`src/hdl/ccg_pkg.sv`:
```
// Constants, types and register map of the clock source and output control block
// What this block does
// [RQ1] Machine cycle equals two CPU clock cycles
// [RQ2] Instructions take two or four CPU clocks
// [RQ3] Peripheral clock runs at half CPU clock
// [RQ4] Oscillator clock comes from one of four sources
// [RQ5] Source and range fixed by flash configuration
// [RQ6] Clock out enable drives crystal output pin
// [RQ7] No clock out while RTC uses crystal
// [RQ8] Clock out runs at half CPU clock
// [RQ9] RC select bit switches CPU clock immediately; the code switches on the next tick of the new source
// [RQ10] Reset loads factory trim, clears bits 7:6
// [RQ11] Larger trim value gives lower RC frequency
// [RQ12] RC oscillator nominal 7.373 MHz at factory trim
// [RQ13] Watchdog oscillator runs free at 400 kHz
// [RQ14] Software read-modify-writes bits 6 and 7
// [RQ15] Above 12 MHz configuration enables reset pin; the code enables no reset pin and only reports the range strap in status
// [RQ16] External clock 0 to 18 MHz, pin freed
// [RQ17] CPU clock is oscillator divided by 2N
// [RQ18] Only power-on reset reloads the tuning register
// [RQ19] Clock source switches without truncated pulses
package ccg_pkg;

  // ****************************************************************
  // Register map: printed offsets are indices, byte address is 4x
  // ****************************************************************
  localparam logic [11:0] IDX_TRIM   = 12'h096;
  localparam logic [11:0] IDX_CPU_CLOCK_DIVIDER   = 12'h097;
  localparam logic [11:0] IDX_STATUS = 12'h098;
  localparam logic [11:0] ADDR_TRIM   = {IDX_TRIM[9:0], 2'b00};
  localparam logic [11:0] ADDR_CPU_CLOCK_DIVIDER   = {IDX_CPU_CLOCK_DIVIDER[9:0], 2'b00};
  localparam logic [11:0] ADDR_STATUS = {IDX_STATUS[9:0], 2'b00};

  // ****************************************************************
  // Field positions and reset values
  // ****************************************************************
  localparam int          TRIM_RC_SEL_BIT = 7;
  localparam int          TRIM_CLOCK_OUT_PIN_BIT = 6;
  localparam int          TRIM_VAL_W      = 6;
  localparam logic [5:0]  FACTORY_TRIM    = 6'h08;
  localparam logic [7:0]  CPU_CLOCK_DIVIDER_RESET      = 8'h00;
  localparam int          STAT_SRC_LSB    = 0;
  localparam int          STAT_RANGE_LSB  = 2;
  localparam int          STAT_RC_ACT_BIT = 4;
  localparam int          STAT_CLOCK_OUT_PIN_BIT = 5;
  localparam int          STAT_RTC_BIT    = 6;

  // ****************************************************************
  // Timing: ref clock and oscillator figures
  // ****************************************************************
  localparam int CLK_HZ      = 200_000_000;
  localparam int RC_NOM_HZ   = 7_373_000;
  localparam int WDT_HZ      = 400_000;
  localparam int RC_NOM_HALF = CLK_HZ / (2 * RC_NOM_HZ);
  localparam int WDT_HALF    = CLK_HZ / (2 * WDT_HZ);
  localparam logic [8:0] RC_HALF_BASE  = 9'(RC_NOM_HALF - int'(FACTORY_TRIM));
  localparam logic [8:0] WDT_HALF_CNT  = 9'(WDT_HALF);

  // ****************************************************************
  // Types
  // ****************************************************************
  typedef enum logic [1:0]
  {
    SRC_WDT  = 2'h0,
    SRC_RC   = 2'h1,
    SRC_XTAL = 2'h2,
    SRC_EXT  = 2'h3
  } ccg_src_e;

  typedef struct packed
  {
    ccg_src_e   src;
    logic [1:0] range;
  } ccg_cfg_s;

endpackage

```
`src/hdl/ccg_osc_gen.sv`:
```
// Free running oscillator model with programmable half period
`timescale 1ns/1ps
module ccg_osc_gen
(
  // Clock and reset
  input  wire logic       clk_in,
  input  wire logic       rst_in,
  // Half period in reference cycles, at least one
  input  wire logic [8:0] half_in,
  // One pulse per oscillator rising edge
  output logic            tick_out
);

  typedef struct packed
  {
    logic [8:0] cnt;
    logic       lvl;
    logic       tick;
  } ccg_osc_s;

  ccg_osc_s st_r;
  ccg_osc_s st_nxt;

  // Toggle after each half period; a longer half gives a lower rate
  always_comb
  begin
    st_nxt      = st_r;
    st_nxt.tick = 1'b0;
    if (st_r.cnt + 9'h001 >= half_in)
    begin
      st_nxt.cnt  = 9'h000;
      st_nxt.lvl  = ~st_r.lvl;
      st_nxt.tick = ~st_r.lvl;
    end
    else
      st_nxt.cnt = st_r.cnt + 9'h001;
  end

  // State register
  always_ff @(posedge clk_in)
  begin
    if (rst_in)
      st_r <= '0;
    else
      st_r <= st_nxt;
  end

  assign tick_out = st_r.tick;

endmodule

```
`src/hdl/ccg_pin_sync.sv`:
```
// Two-flop synchroniser with rising edge pulse for an oscillator pin
`timescale 1ns/1ps
module ccg_pin_sync
(
  // Clock and reset
  input  wire logic clk_in,
  input  wire logic rst_in,
  // Asynchronous pin and synchronised results
  input  wire logic pin_in,
  output logic      lvl_out,
  output logic      rise_out
);

  typedef struct packed
  {
    logic s1;
    logic s2;
    logic s3;
    logic rise;
  } ccg_sync_s;

  ccg_sync_s st_r;
  ccg_sync_s st_nxt;

  // First stage only feeds the second
  always_comb
  begin
    st_nxt      = st_r;
    st_nxt.s1   = pin_in;
    st_nxt.s2   = st_r.s1;
    st_nxt.s3   = st_r.s2;
    st_nxt.rise = st_r.s2 & ~st_r.s3;
  end

  // State register
  always_ff @(posedge clk_in)
  begin
    if (rst_in)
      st_r <= '0;
    else
      st_r <= st_nxt;
  end

  assign lvl_out  = st_r.s2;
  assign rise_out = st_r.rise;

endmodule

```
`src/hdl/ccg_top.sv`:
```
// Clock source selection, CPU divider, trim register and clock output pin
//
// Local design decision: register access over APB.
`timescale 1ns/1ps
module ccg_top
#(
  parameter logic [5:0] FACTORY_TRIM_VAL = ccg_pkg::FACTORY_TRIM
)
(
  // Clock and resets
  input  wire logic        REF_CLK_IN,
  input  wire logic        RST_IN,
  input  wire logic        SYS_RST_IN,
  // APB slave
  input  wire logic        PSEL_IN,
  input  wire logic        PENABLE_IN,
  input  wire logic        PWRITE_IN,
  input  wire logic [11:0] PADDR_IN,
  input  wire logic [31:0] PWDATA_IN,
  input  wire logic [3:0]  PSTRB_IN,
  output logic [31:0]      PRDATA_OUT,
  output logic             PREADY_OUT,
  output logic             PSLVERR_OUT,
  // Flash configuration straps
  input  wire logic [1:0]  CFG_SRC_IN,
  input  wire logic [1:0]  CFG_RANGE_IN,
  // Oscillator pins and RTC source
  input  wire logic        CRYSTAL_IN_PIN_IN,
  input  wire logic        RTC_USES_XTAL_IN,
  // Crystal output pin, port function when free
  input  wire logic        PORT_DATA_IN,
  input  wire logic        PORT_OE_IN,
  output logic             CRYSTAL_OUT_PIN_OUT,
  output logic             CRYSTAL_OUT_PIN_OE_OUT,
  // Derived clock pulses
  output logic             OSC_TICK_OUT,
  output logic             CPU_TICK_OUT,
  output logic             MACHINE_TICK_OUT,
  output logic             PERIPH_TICK_OUT
);

  // ****************************************************************
  // State
  // ****************************************************************
  // All flops of this module outside the oscillator and synchroniser instances live in this one struct
  typedef struct packed
  {
    logic [7:0]       trim;
    logic [7:0]       cpu_clock_divider;
    logic             cfg_ok;
    ccg_pkg::ccg_cfg_s cfg;
    logic             rc_act;
    logic [8:0]       div_cnt;
    logic             osc_tick;
    logic             cpu_tick;
    logic             mc_ph;
    logic             mc_tick;
    logic             clock_out_pin;
    logic             pin_o;
    logic             pin_oe;
    logic [31:0]      prdata;
  } ccg_top_s;

  // Power-on image; a system reset keeps trim, straps and RC choice
  localparam ccg_top_s ST_RESET = '{
    trim:     {2'b00, FACTORY_TRIM_VAL},
    cpu_clock_divider:     ccg_pkg::CPU_CLOCK_DIVIDER_RESET,
    cfg_ok:   1'b0,
    cfg:      '{src: ccg_pkg::SRC_WDT, range: 2'b00},
    rc_act:   1'b0,
    div_cnt:  9'h000,
    osc_tick: 1'b0,
    cpu_tick: 1'b0,
    mc_ph:    1'b0,
    mc_tick:  1'b0,
    clock_out_pin:   1'b0,
    pin_o:    1'b0,
    pin_oe:   1'b0,
    prdata:   32'h0000_0000
  };

  // Current and next state
  ccg_top_s st_r;
  ccg_top_s st_nxt;

  // ****************************************************************
  // Oscillator sources
  // ****************************************************************
  // Oscillators are tick counters on the reference clock; a pin clock
  // near the reference rate would lose edges in the synchroniser
  logic       xtal_rise;
  logic       rc_tick;
  logic       wdt_tick;
  logic [8:0] rc_half;

  // Larger trim lengthens the half period, lowering the RC rate; see [RQ11] see [RQ12]
  assign rc_half = ccg_pkg::RC_HALF_BASE + {3'b000, st_r.trim[ccg_pkg::TRIM_VAL_W-1:0]};

  // Crystal and external clock both arrive on the crystal input pin; see [RQ16]
  ccg_pin_sync u_xtal_sync
  (
    .clk_in   (REF_CLK_IN),
    .rst_in   (RST_IN),
    .pin_in   (CRYSTAL_IN_PIN_IN),
    .lvl_out  (),
    .rise_out (xtal_rise)
  );

  // Internal RC oscillator, tuned by the trim field
  ccg_osc_gen u_rc_osc
  (
    .clk_in   (REF_CLK_IN),
    .rst_in   (RST_IN),
    .half_in  (rc_half),
    .tick_out (rc_tick)
  );

  // Watchdog oscillator runs regardless of selection; see [RQ13]
  ccg_osc_gen u_wdt_osc
  (
    .clk_in   (REF_CLK_IN),
    .rst_in   (RST_IN),
    .half_in  (ccg_pkg::WDT_HALF_CNT),
    .tick_out (wdt_tick)
  );

  // ****************************************************************
  // Source selection
  // ****************************************************************
  // Source tick before and after the RC override
  logic src_tick;
  logic sel_tick;
  logic want_rc;

  // Exactly one of four sources feeds the oscillator clock; see [RQ4]
  always_comb
  begin
    unique case (st_r.cfg.src)
      ccg_pkg::SRC_WDT:  src_tick = wdt_tick;
      ccg_pkg::SRC_RC:   src_tick = rc_tick;
      ccg_pkg::SRC_XTAL: src_tick = xtal_rise;
      ccg_pkg::SRC_EXT:  src_tick = xtal_rise;
    endcase
  end

  // RC select bit is read straight from the register
  assign want_rc  = st_r.trim[ccg_pkg::TRIM_RC_SEL_BIT];
  // Nothing ticks until the straps are captured
  assign sel_tick = st_r.cfg_ok & (st_r.rc_act ? rc_tick : src_tick);

  // ****************************************************************
  // APB decode
  // ****************************************************************
  // Bus phases and address hits
  logic apb_setup;
  logic apb_access;
  logic hit_trim;
  logic hit_cpu_clock_divider;
  logic hit_stat;
  logic apb_wr;
  logic clock_out_pin_on;

  // Full address compare; upper strobes hold no register bits
  assign apb_setup  = PSEL_IN & ~PENABLE_IN;
  assign apb_access = PSEL_IN & PENABLE_IN;
  assign hit_trim   = (PADDR_IN == ccg_pkg::ADDR_TRIM);
  assign hit_cpu_clock_divider   = (PADDR_IN == ccg_pkg::ADDR_CPU_CLOCK_DIVIDER);
  assign hit_stat   = (PADDR_IN == ccg_pkg::ADDR_STATUS);
  assign apb_wr     = apb_access & PWRITE_IN & PSTRB_IN[0];

  // Clock out only when crystal is free and the RTC is not on it; see [RQ6] see [RQ7]
  assign clock_out_pin_on = st_r.trim[ccg_pkg::TRIM_CLOCK_OUT_PIN_BIT] & st_r.cfg_ok
                   & (st_r.cfg.src != ccg_pkg::SRC_XTAL) & ~RTC_USES_XTAL_IN;

  // ****************************************************************
  // Next state
  // ****************************************************************
  always_comb
  begin
    st_nxt          = st_r;
    // Pulses last one cycle unless set again below
    st_nxt.osc_tick = 1'b0;
    st_nxt.cpu_tick = 1'b0;
    st_nxt.mc_tick  = 1'b0;

    // Straps are sampled once after release, never by software; see [RQ5]
    if (!st_r.cfg_ok)
    begin
      st_nxt.cfg_ok    = 1'b1;
      st_nxt.cfg.src   = ccg_pkg::ccg_src_e'(CFG_SRC_IN);
      st_nxt.cfg.range = CFG_RANGE_IN;
    end

    // Switch only on an edge of the new source, swallowing it; see [RQ9] see [RQ19]
    if (st_r.rc_act != want_rc)
    begin
      // Waiting stalls the divider instead of cutting a pulse short
      if ((want_rc ? rc_tick : src_tick) && st_r.cfg_ok)
      begin
        st_nxt.rc_act  = want_rc;
        st_nxt.div_cnt = 9'h000;
      end
    end
    else if (sel_tick)
    begin
      st_nxt.osc_tick = 1'b1;
      // Divide by 2N, N of zero passes through; see [RQ17]
      if (st_r.cpu_clock_divider == 8'h00)
        st_nxt.cpu_tick = 1'b1;
      else if (st_r.div_cnt + 9'h001 >= {st_r.cpu_clock_divider, 1'b0})
      begin
        st_nxt.cpu_tick = 1'b1;
        st_nxt.div_cnt  = 9'h000;
      end
      else
        st_nxt.div_cnt = st_r.div_cnt + 9'h001;
    end

    // Every second CPU clock ends a machine and peripheral cycle; see [RQ1] see [RQ2] see [RQ3]
    if (st_r.cpu_tick)
    begin
      st_nxt.mc_ph   = ~st_r.mc_ph;
      st_nxt.mc_tick = st_r.mc_ph;
      // Output toggles per CPU clock, so half its rate; see [RQ8]
      st_nxt.clock_out_pin  = ~st_r.clock_out_pin;
    end

    // Registered so the pin never sees a decode glitch
    // Pin: clock out, else port, and never driven in crystal mode; see [RQ16]
    if (clock_out_pin_on)
    begin
      st_nxt.pin_o  = st_r.clock_out_pin;
      st_nxt.pin_oe = 1'b1;
    end
    else
    begin
      st_nxt.pin_o  = PORT_DATA_IN;
      st_nxt.pin_oe = PORT_OE_IN & st_r.cfg_ok & (st_r.cfg.src != ccg_pkg::SRC_XTAL);
    end

    // Register writes; all eight trim bits are written as given; see [RQ14]
    if (apb_wr && hit_trim)
      st_nxt.trim = PWDATA_IN[7:0];
    if (apb_wr && hit_cpu_clock_divider)
      st_nxt.cpu_clock_divider = PWDATA_IN[7:0];

    // Read data captured in setup, presented in access
    // Registered data costs no wait state, as access follows setup
    if (apb_setup)
    begin
      st_nxt.prdata = 32'h0000_0000;
      if (hit_trim)
        st_nxt.prdata[7:0] = st_r.trim;
      else if (hit_cpu_clock_divider)
        st_nxt.prdata[7:0] = st_r.cpu_clock_divider;
      else if (hit_stat)
      begin
        st_nxt.prdata[ccg_pkg::STAT_SRC_LSB +: 2]   = st_r.cfg.src;
        st_nxt.prdata[ccg_pkg::STAT_RANGE_LSB +: 2] = st_r.cfg.range;
        st_nxt.prdata[ccg_pkg::STAT_RC_ACT_BIT]     = st_r.rc_act;
        st_nxt.prdata[ccg_pkg::STAT_CLOCK_OUT_PIN_BIT]     = clock_out_pin_on;
        st_nxt.prdata[ccg_pkg::STAT_RTC_BIT]        = RTC_USES_XTAL_IN;
      end
    end

    // Other resets clear the clock path but keep trim and straps; see [RQ18]
    if (SYS_RST_IN)
    begin
      // Divider restarts from zero, so the first CPU clock is whole
      st_nxt          = ST_RESET;
      st_nxt.trim     = st_r.trim;
      st_nxt.cfg_ok   = st_r.cfg_ok;
      st_nxt.cfg      = st_r.cfg;
      st_nxt.rc_act   = st_r.rc_act;
    end
  end

  // ****************************************************************
  // State register
  // ****************************************************************
  // Power-on reset loads factory trim, clears select bits; see [RQ10]
  always_ff @(posedge REF_CLK_IN)
  begin
    if (RST_IN)
      st_r <= ST_RESET;
    else
      st_r <= st_nxt;
  end

  // ****************************************************************
  // Outputs
  // ****************************************************************
  // Zero wait states; unmapped addresses answer with an error
  assign PREADY_OUT             = 1'b1;
  assign PSLVERR_OUT            = apb_access & ~(hit_trim | hit_cpu_clock_divider | hit_stat);
  assign PRDATA_OUT             = st_r.prdata;
  assign CRYSTAL_OUT_PIN_OUT    = st_r.pin_o;
  assign CRYSTAL_OUT_PIN_OE_OUT = st_r.pin_oe;
  assign OSC_TICK_OUT           = st_r.osc_tick;
  assign CPU_TICK_OUT           = st_r.cpu_tick;
  // Peripheral clock is the machine pulse: half the CPU rate
  assign MACHINE_TICK_OUT       = st_r.mc_tick;
  assign PERIPH_TICK_OUT        = st_r.mc_tick;

endmodule

```
`config.mk`:
```
export PLATFORM = sky130hd
export DESIGN_NAME = ccg_top
export DESIGN_NICKNAME = d
export VERILOG_FILES = /design/src/hdl/ccg_pkg.sv /design/src/hdl/ccg_osc_gen.sv /design/src/hdl/ccg_pin_sync.sv /design/src/hdl/ccg_top.sv
export SDC_FILE = /design/constraint.sdc
export NUM_CORES = 1
export LEC_CHECK = 0
export BUFFER_PORTS_ARGS = -buffer_cell sky130_fd_sc_hd__buf_4
export CAP_MARGIN = 25
export CORE_MARGIN = 1
export CORE_UTILIZATION = 28
export CTS_CLUSTER_DIAMETER = 40
export CTS_CLUSTER_SIZE = 28
export DETAILED_ROUTE_END_ITERATION = 16
export PLACE_DENSITY_LB_ADDON = 0.15
export REMOVE_ABC_BUFFERS = 1
export SYNTH_ARGS = -nofsm -noshare
export SYNTH_HDL_FRONTEND = slang
export SYNTH_HIERARCHICAL = 1
export SYNTH_SLANG_ARGS = --single-unit
```
`constraint.sdc`:
```
create_clock -name REF_CLK_IN -period 2.7 [get_ports REF_CLK_IN]
set_input_delay 0.27 -clock REF_CLK_IN [delete_from_list [all_inputs] [get_ports REF_CLK_IN]]
set_output_delay 0.27 -clock REF_CLK_IN [all_outputs]
set_load 0.005 [all_outputs]
```
==> metrics.md <==
| Metric | Value |
|---|---|
| Run status | `complete, but fails checks` |
| Failing checks | `design-rule violations` |
| Async set or reset register ratio after synthesis | `0%` |
| Synth warn | `6` |
| Gp weighted congestion | `around 0.79` |
| Synth Instances | `470` |
| Initial antenna violation count | `0` |
| Yosys cell types | `59` |
| Synthesized area per cell | `just under 9 um2` |
| Area grow syn2layout | `17.7%` |
| Dpl cells | `between 600 and 700` |
| Total gr overflow | `0` |
| Ys flop type | `dfxtp_1` |
| Crit-path cells | `ha_1 > nand2_1 > nor2_1 > xor2_1 > ha_1 > nand4_1 > or3_1 > o211ai_2 > or3_1 > buf_4 > nor2b_2` |
| Antenna diode count | `0` |
| Sw Share | `23.4%` |
| Clock skew | `about 0.0048 ns` |
| Slowest cell on the critical path | `dfxtp_1` |
| CP Max Fanout | `9` |
| Yosys reg bits | `72` |
| H-tree levels | `3` |
| Setup TNS | `0 ns` |
| Largest net degree at the start of global routing | `27` |
| Iteration-0 DRC Markers | `approximately 130` |
| Clock slew at reported path FFs | `approximately 0.05 ns` |
| RSZ-0062 raised after global routing | `false` |
| Core area | `around 15000 um2` |
| First-pass GRT wire length | `roughly 15 mm` |
| Worst R2R Path Depth | `11` |
| Switching pwr | `~0.00055 W` |
| Vias in the first global route | `approximately 3000` |
| Routed wire per std cell | `between 10 and 15 um` |
| I/O Buffers | `49` |
| Final hold slack | `between 0.15 and 0.2 ns` |
| IO Count | `102` |
| EDFF count, synth | `0` |
| DRC Markers | `1` |
| Die area | `15400 um2` |
| Slew Viols, Final | `0` |
| CP Capture Type | `flip-flop` |
| Initial Util | `about 29%` |
| CTS Buffer Depth | `2` |
| Sequential fraction of the synthesis area | `roughly 35%` |
| Synth top area cells | `dfxtp_1, ha_1, buf_4` |
| WP data required | `2.97 ns` |
| Dpl ws | `roughly 0.25 ns` |
| Layout Nets | `618` |
| Vias per cell | `4.40` |
| Detailed Route WL | `9.15 mm` |
| Clock tree from TritonCTS | `yes` |
| Routed Antenna Nets | `0` |
| Final Non-Filler Cells | `about 710` |
| CP Launch Type | `flip-flop` |
| Internal power | `approximately 0.0018 W` |
| Max_slew headroom | `a little over three fifths` |
| All-Layer GR Usage | `13.0%` |
| Least-Margin Pin Slew | `0.553 ns` |
| DPL Wire Length | `6.92 mm` |
| Die width | `roughly 120 um` |
| Clock share of power | `45.5%` |
| Met2 Routed Length | `about 4.4 mm` |
| Share of layout cells above drive strength 1 | `20.0%` |
| Detailed-route wire length on metal 1 | `about 4.2 mm` |
| Drt pass-1 iters | `11` |
| Uppermost routed layer | `met4` |
| Cts bufs inserted | `9` |
| CP Data Arrival Time | `2.72 ns` |
| Root buffer cell | `clkbuf_16` |
| Row count | `44` |
| Post-CTS Hold Fix Bufs | `0` |
| Period minus WS final | `2.45 ns` |
| P_leak | `2.18 nW` |
| Final period util | `between 90% and 100%` |
| Met3 WL | `372 um` |
| Yosys top cell area share | `around a third` |
| Combinational Power Share | `around 8.0%` |
| Final setup viols | `0` |
| Achievable frequency | `~410 MHz` |
| Sequential Power Share | `between 40% and 50%` |
| Hold Path Depth | `2` |
| Final setup margin | `0.253 ns` |
| Via count | `3139` |
| Hold Path Class | `in -> reg` |
| Final Hold Fails | `0` |
| Pwr dens | `481 nW/um2` |
| Chip height | `124 um` |
| Crit path largest cell delay | `slightly above 0.4 ns` |
| Synth area leader | `dfxtp_1` |
| Crit Path Category | `reg -> reg` |
| CTS sink cnt | `72` |
| Worst-skew pair later-pin latency | `~0.33 ns` |
| VDD IR-drop max | `around 0.28 mV` |
| Max Cap Viol | `0` |
| Syn Std Cell Area | `4160 um2` |
[cells in the final DEF (no fill, tap or decap), drive strengths merged, types with 2 or more instances in the layout]
cell,instances
mux2,6
conb,36
nand2,23
xnor2,14
or2,2
ha,30
nand3,32
o21ai,19
nand3b,4
nand2b,4
o211ai,2
a211oi,10
nor4,2
or4b,3
nor2,49
xor2,13
inv,35
mux2i,18
nand4b,2
or3,4
a21oi,23
buf,56
clkbuf,13
nor3,6
a22oi,6
nand4,6
nor3b,4
dfxtp,72
a41oi,3
nor2b,19
o31ai,2
[cells in the mapped netlist, types with 4 or more instances]
master,number
a211oi_1,5
a211oi_2,5
a21oi_1,23
a22oi_1,6
buf_4,35
clkbuf_1,8
dfxtp_1,72
ha_1,30
inv_1,34
mux2_2,6
mux2i_1,18
nand2_1,23
nand2b_1,4
nand3_1,30
nand4_1,6
nor2_1,46
nor2b_1,12
nor2b_2,7
nor3_1,4
o21ai_0,12
o21ai_1,7
xnor2_1,14
xor2_1,13
[repair_timing]
item	in CTS	in global routing
setup endpoints to repair	0	3
resized for setup	0	2
setup buffers	0	0
[power by group through the flow]
stage / clock network, W / logic [W] / registers [W]
6_report: 0.00107 / 0.000187 / 0.00110
5_1_grt: 0.00116 / 0.000216 / 0.00110
4_1_cts: 0.00112 / 0.000190 / 0.00110
3_5_place_dp: 0 / 0.000189 / 0.00112
3_3_place_gp: 0 / 0.000186 / 0.00112
2_1_floorplan: 0 / 0.0000966 / 0.00112
[worst paths after layout]
check	start	end	slack, ns
hold reg to reg	u_xtal_sync/st_r[1]	u_xtal_sync/rise_out	0.40
setup reg to reg	u_rc_osc/st_r[2]	u_rc_osc/st_r[8]	0.25
hold / removal	CRYSTAL_IN_PIN_IN	u_xtal_sync/st_nxt[2]	0.15
setup / recovery	u_rc_osc/st_r[2]	u_rc_osc/st_r[8]	0.25
[layout make-up]
| cell class | count | area, um2 |
|---|---|---|
| clock buffer | 13 | 250 |
| sequential | 72 | 1440 |
| inverter | 35 | 131 |
| clock inverter | 1 | 5.00 |
| tap | 184 | 230 |
| multi-input combinational | 352 | 2420 |
| timing repair buffer | 56 | 420 |
| fill | 1522 | 9640 |
[registers in the layout, indices dropped and copies added (netlist names), 8 cells and up]
name	cells
PRDATA_OUT	8
st_r	33
u_rc_osc/st_r	10
u_wdt_osc/st_r	10
[stage by stage]
stage / instance area [um2] / utilization (%) / total power [W]
5_1_grt: 4900 / 33.7 / 0.00247
3_3_place_gp: 4630 / 31.9 / 0.00130
2_1_floorplan: 3980 / - / 0.00121
6_report: 4900 / 33.7 / 0.00235
3_5_place_dp: 4630 / 31.9 / 0.00131
4_1_cts: 4890 / 33.6 / 0.00241
[critical path: cells and delay by family, from the launching register on]
family                   cells  cell delay [ns]
buffers and inverters        1             0.19
XOR/XNOR                     1             0.23
flip-flops                   1             0.41
AO/OA/AOI/OAI                1             0.11
AND/OR/NAND/NOR              6             0.90
adder cells (fa/ha/maj)      2             0.55
[per-layer routing]
layer / up-vias / GRT usage [%]
met1: 1423 / 15.0
met3: 8 / 4.12
met2: 45 / 22.8
met5: - / 0
met4: 0 / 4.24
li1: 1663 / -
[cell families after synthesis]
family | Yosys count | synth area share (%)
buf+inv | 80 | 10.6
mux | 24 | 5.95
xor+xnor | 27 | 5.68
flops | 72 | 34.6
other cells | 2 | 0.181
fa+ha+maj | 30 | 9.02
compound gates | 72 | 11.8
simple gates | 163 | 22.1
Note: power is estimated with default switching activity, not from simulation.
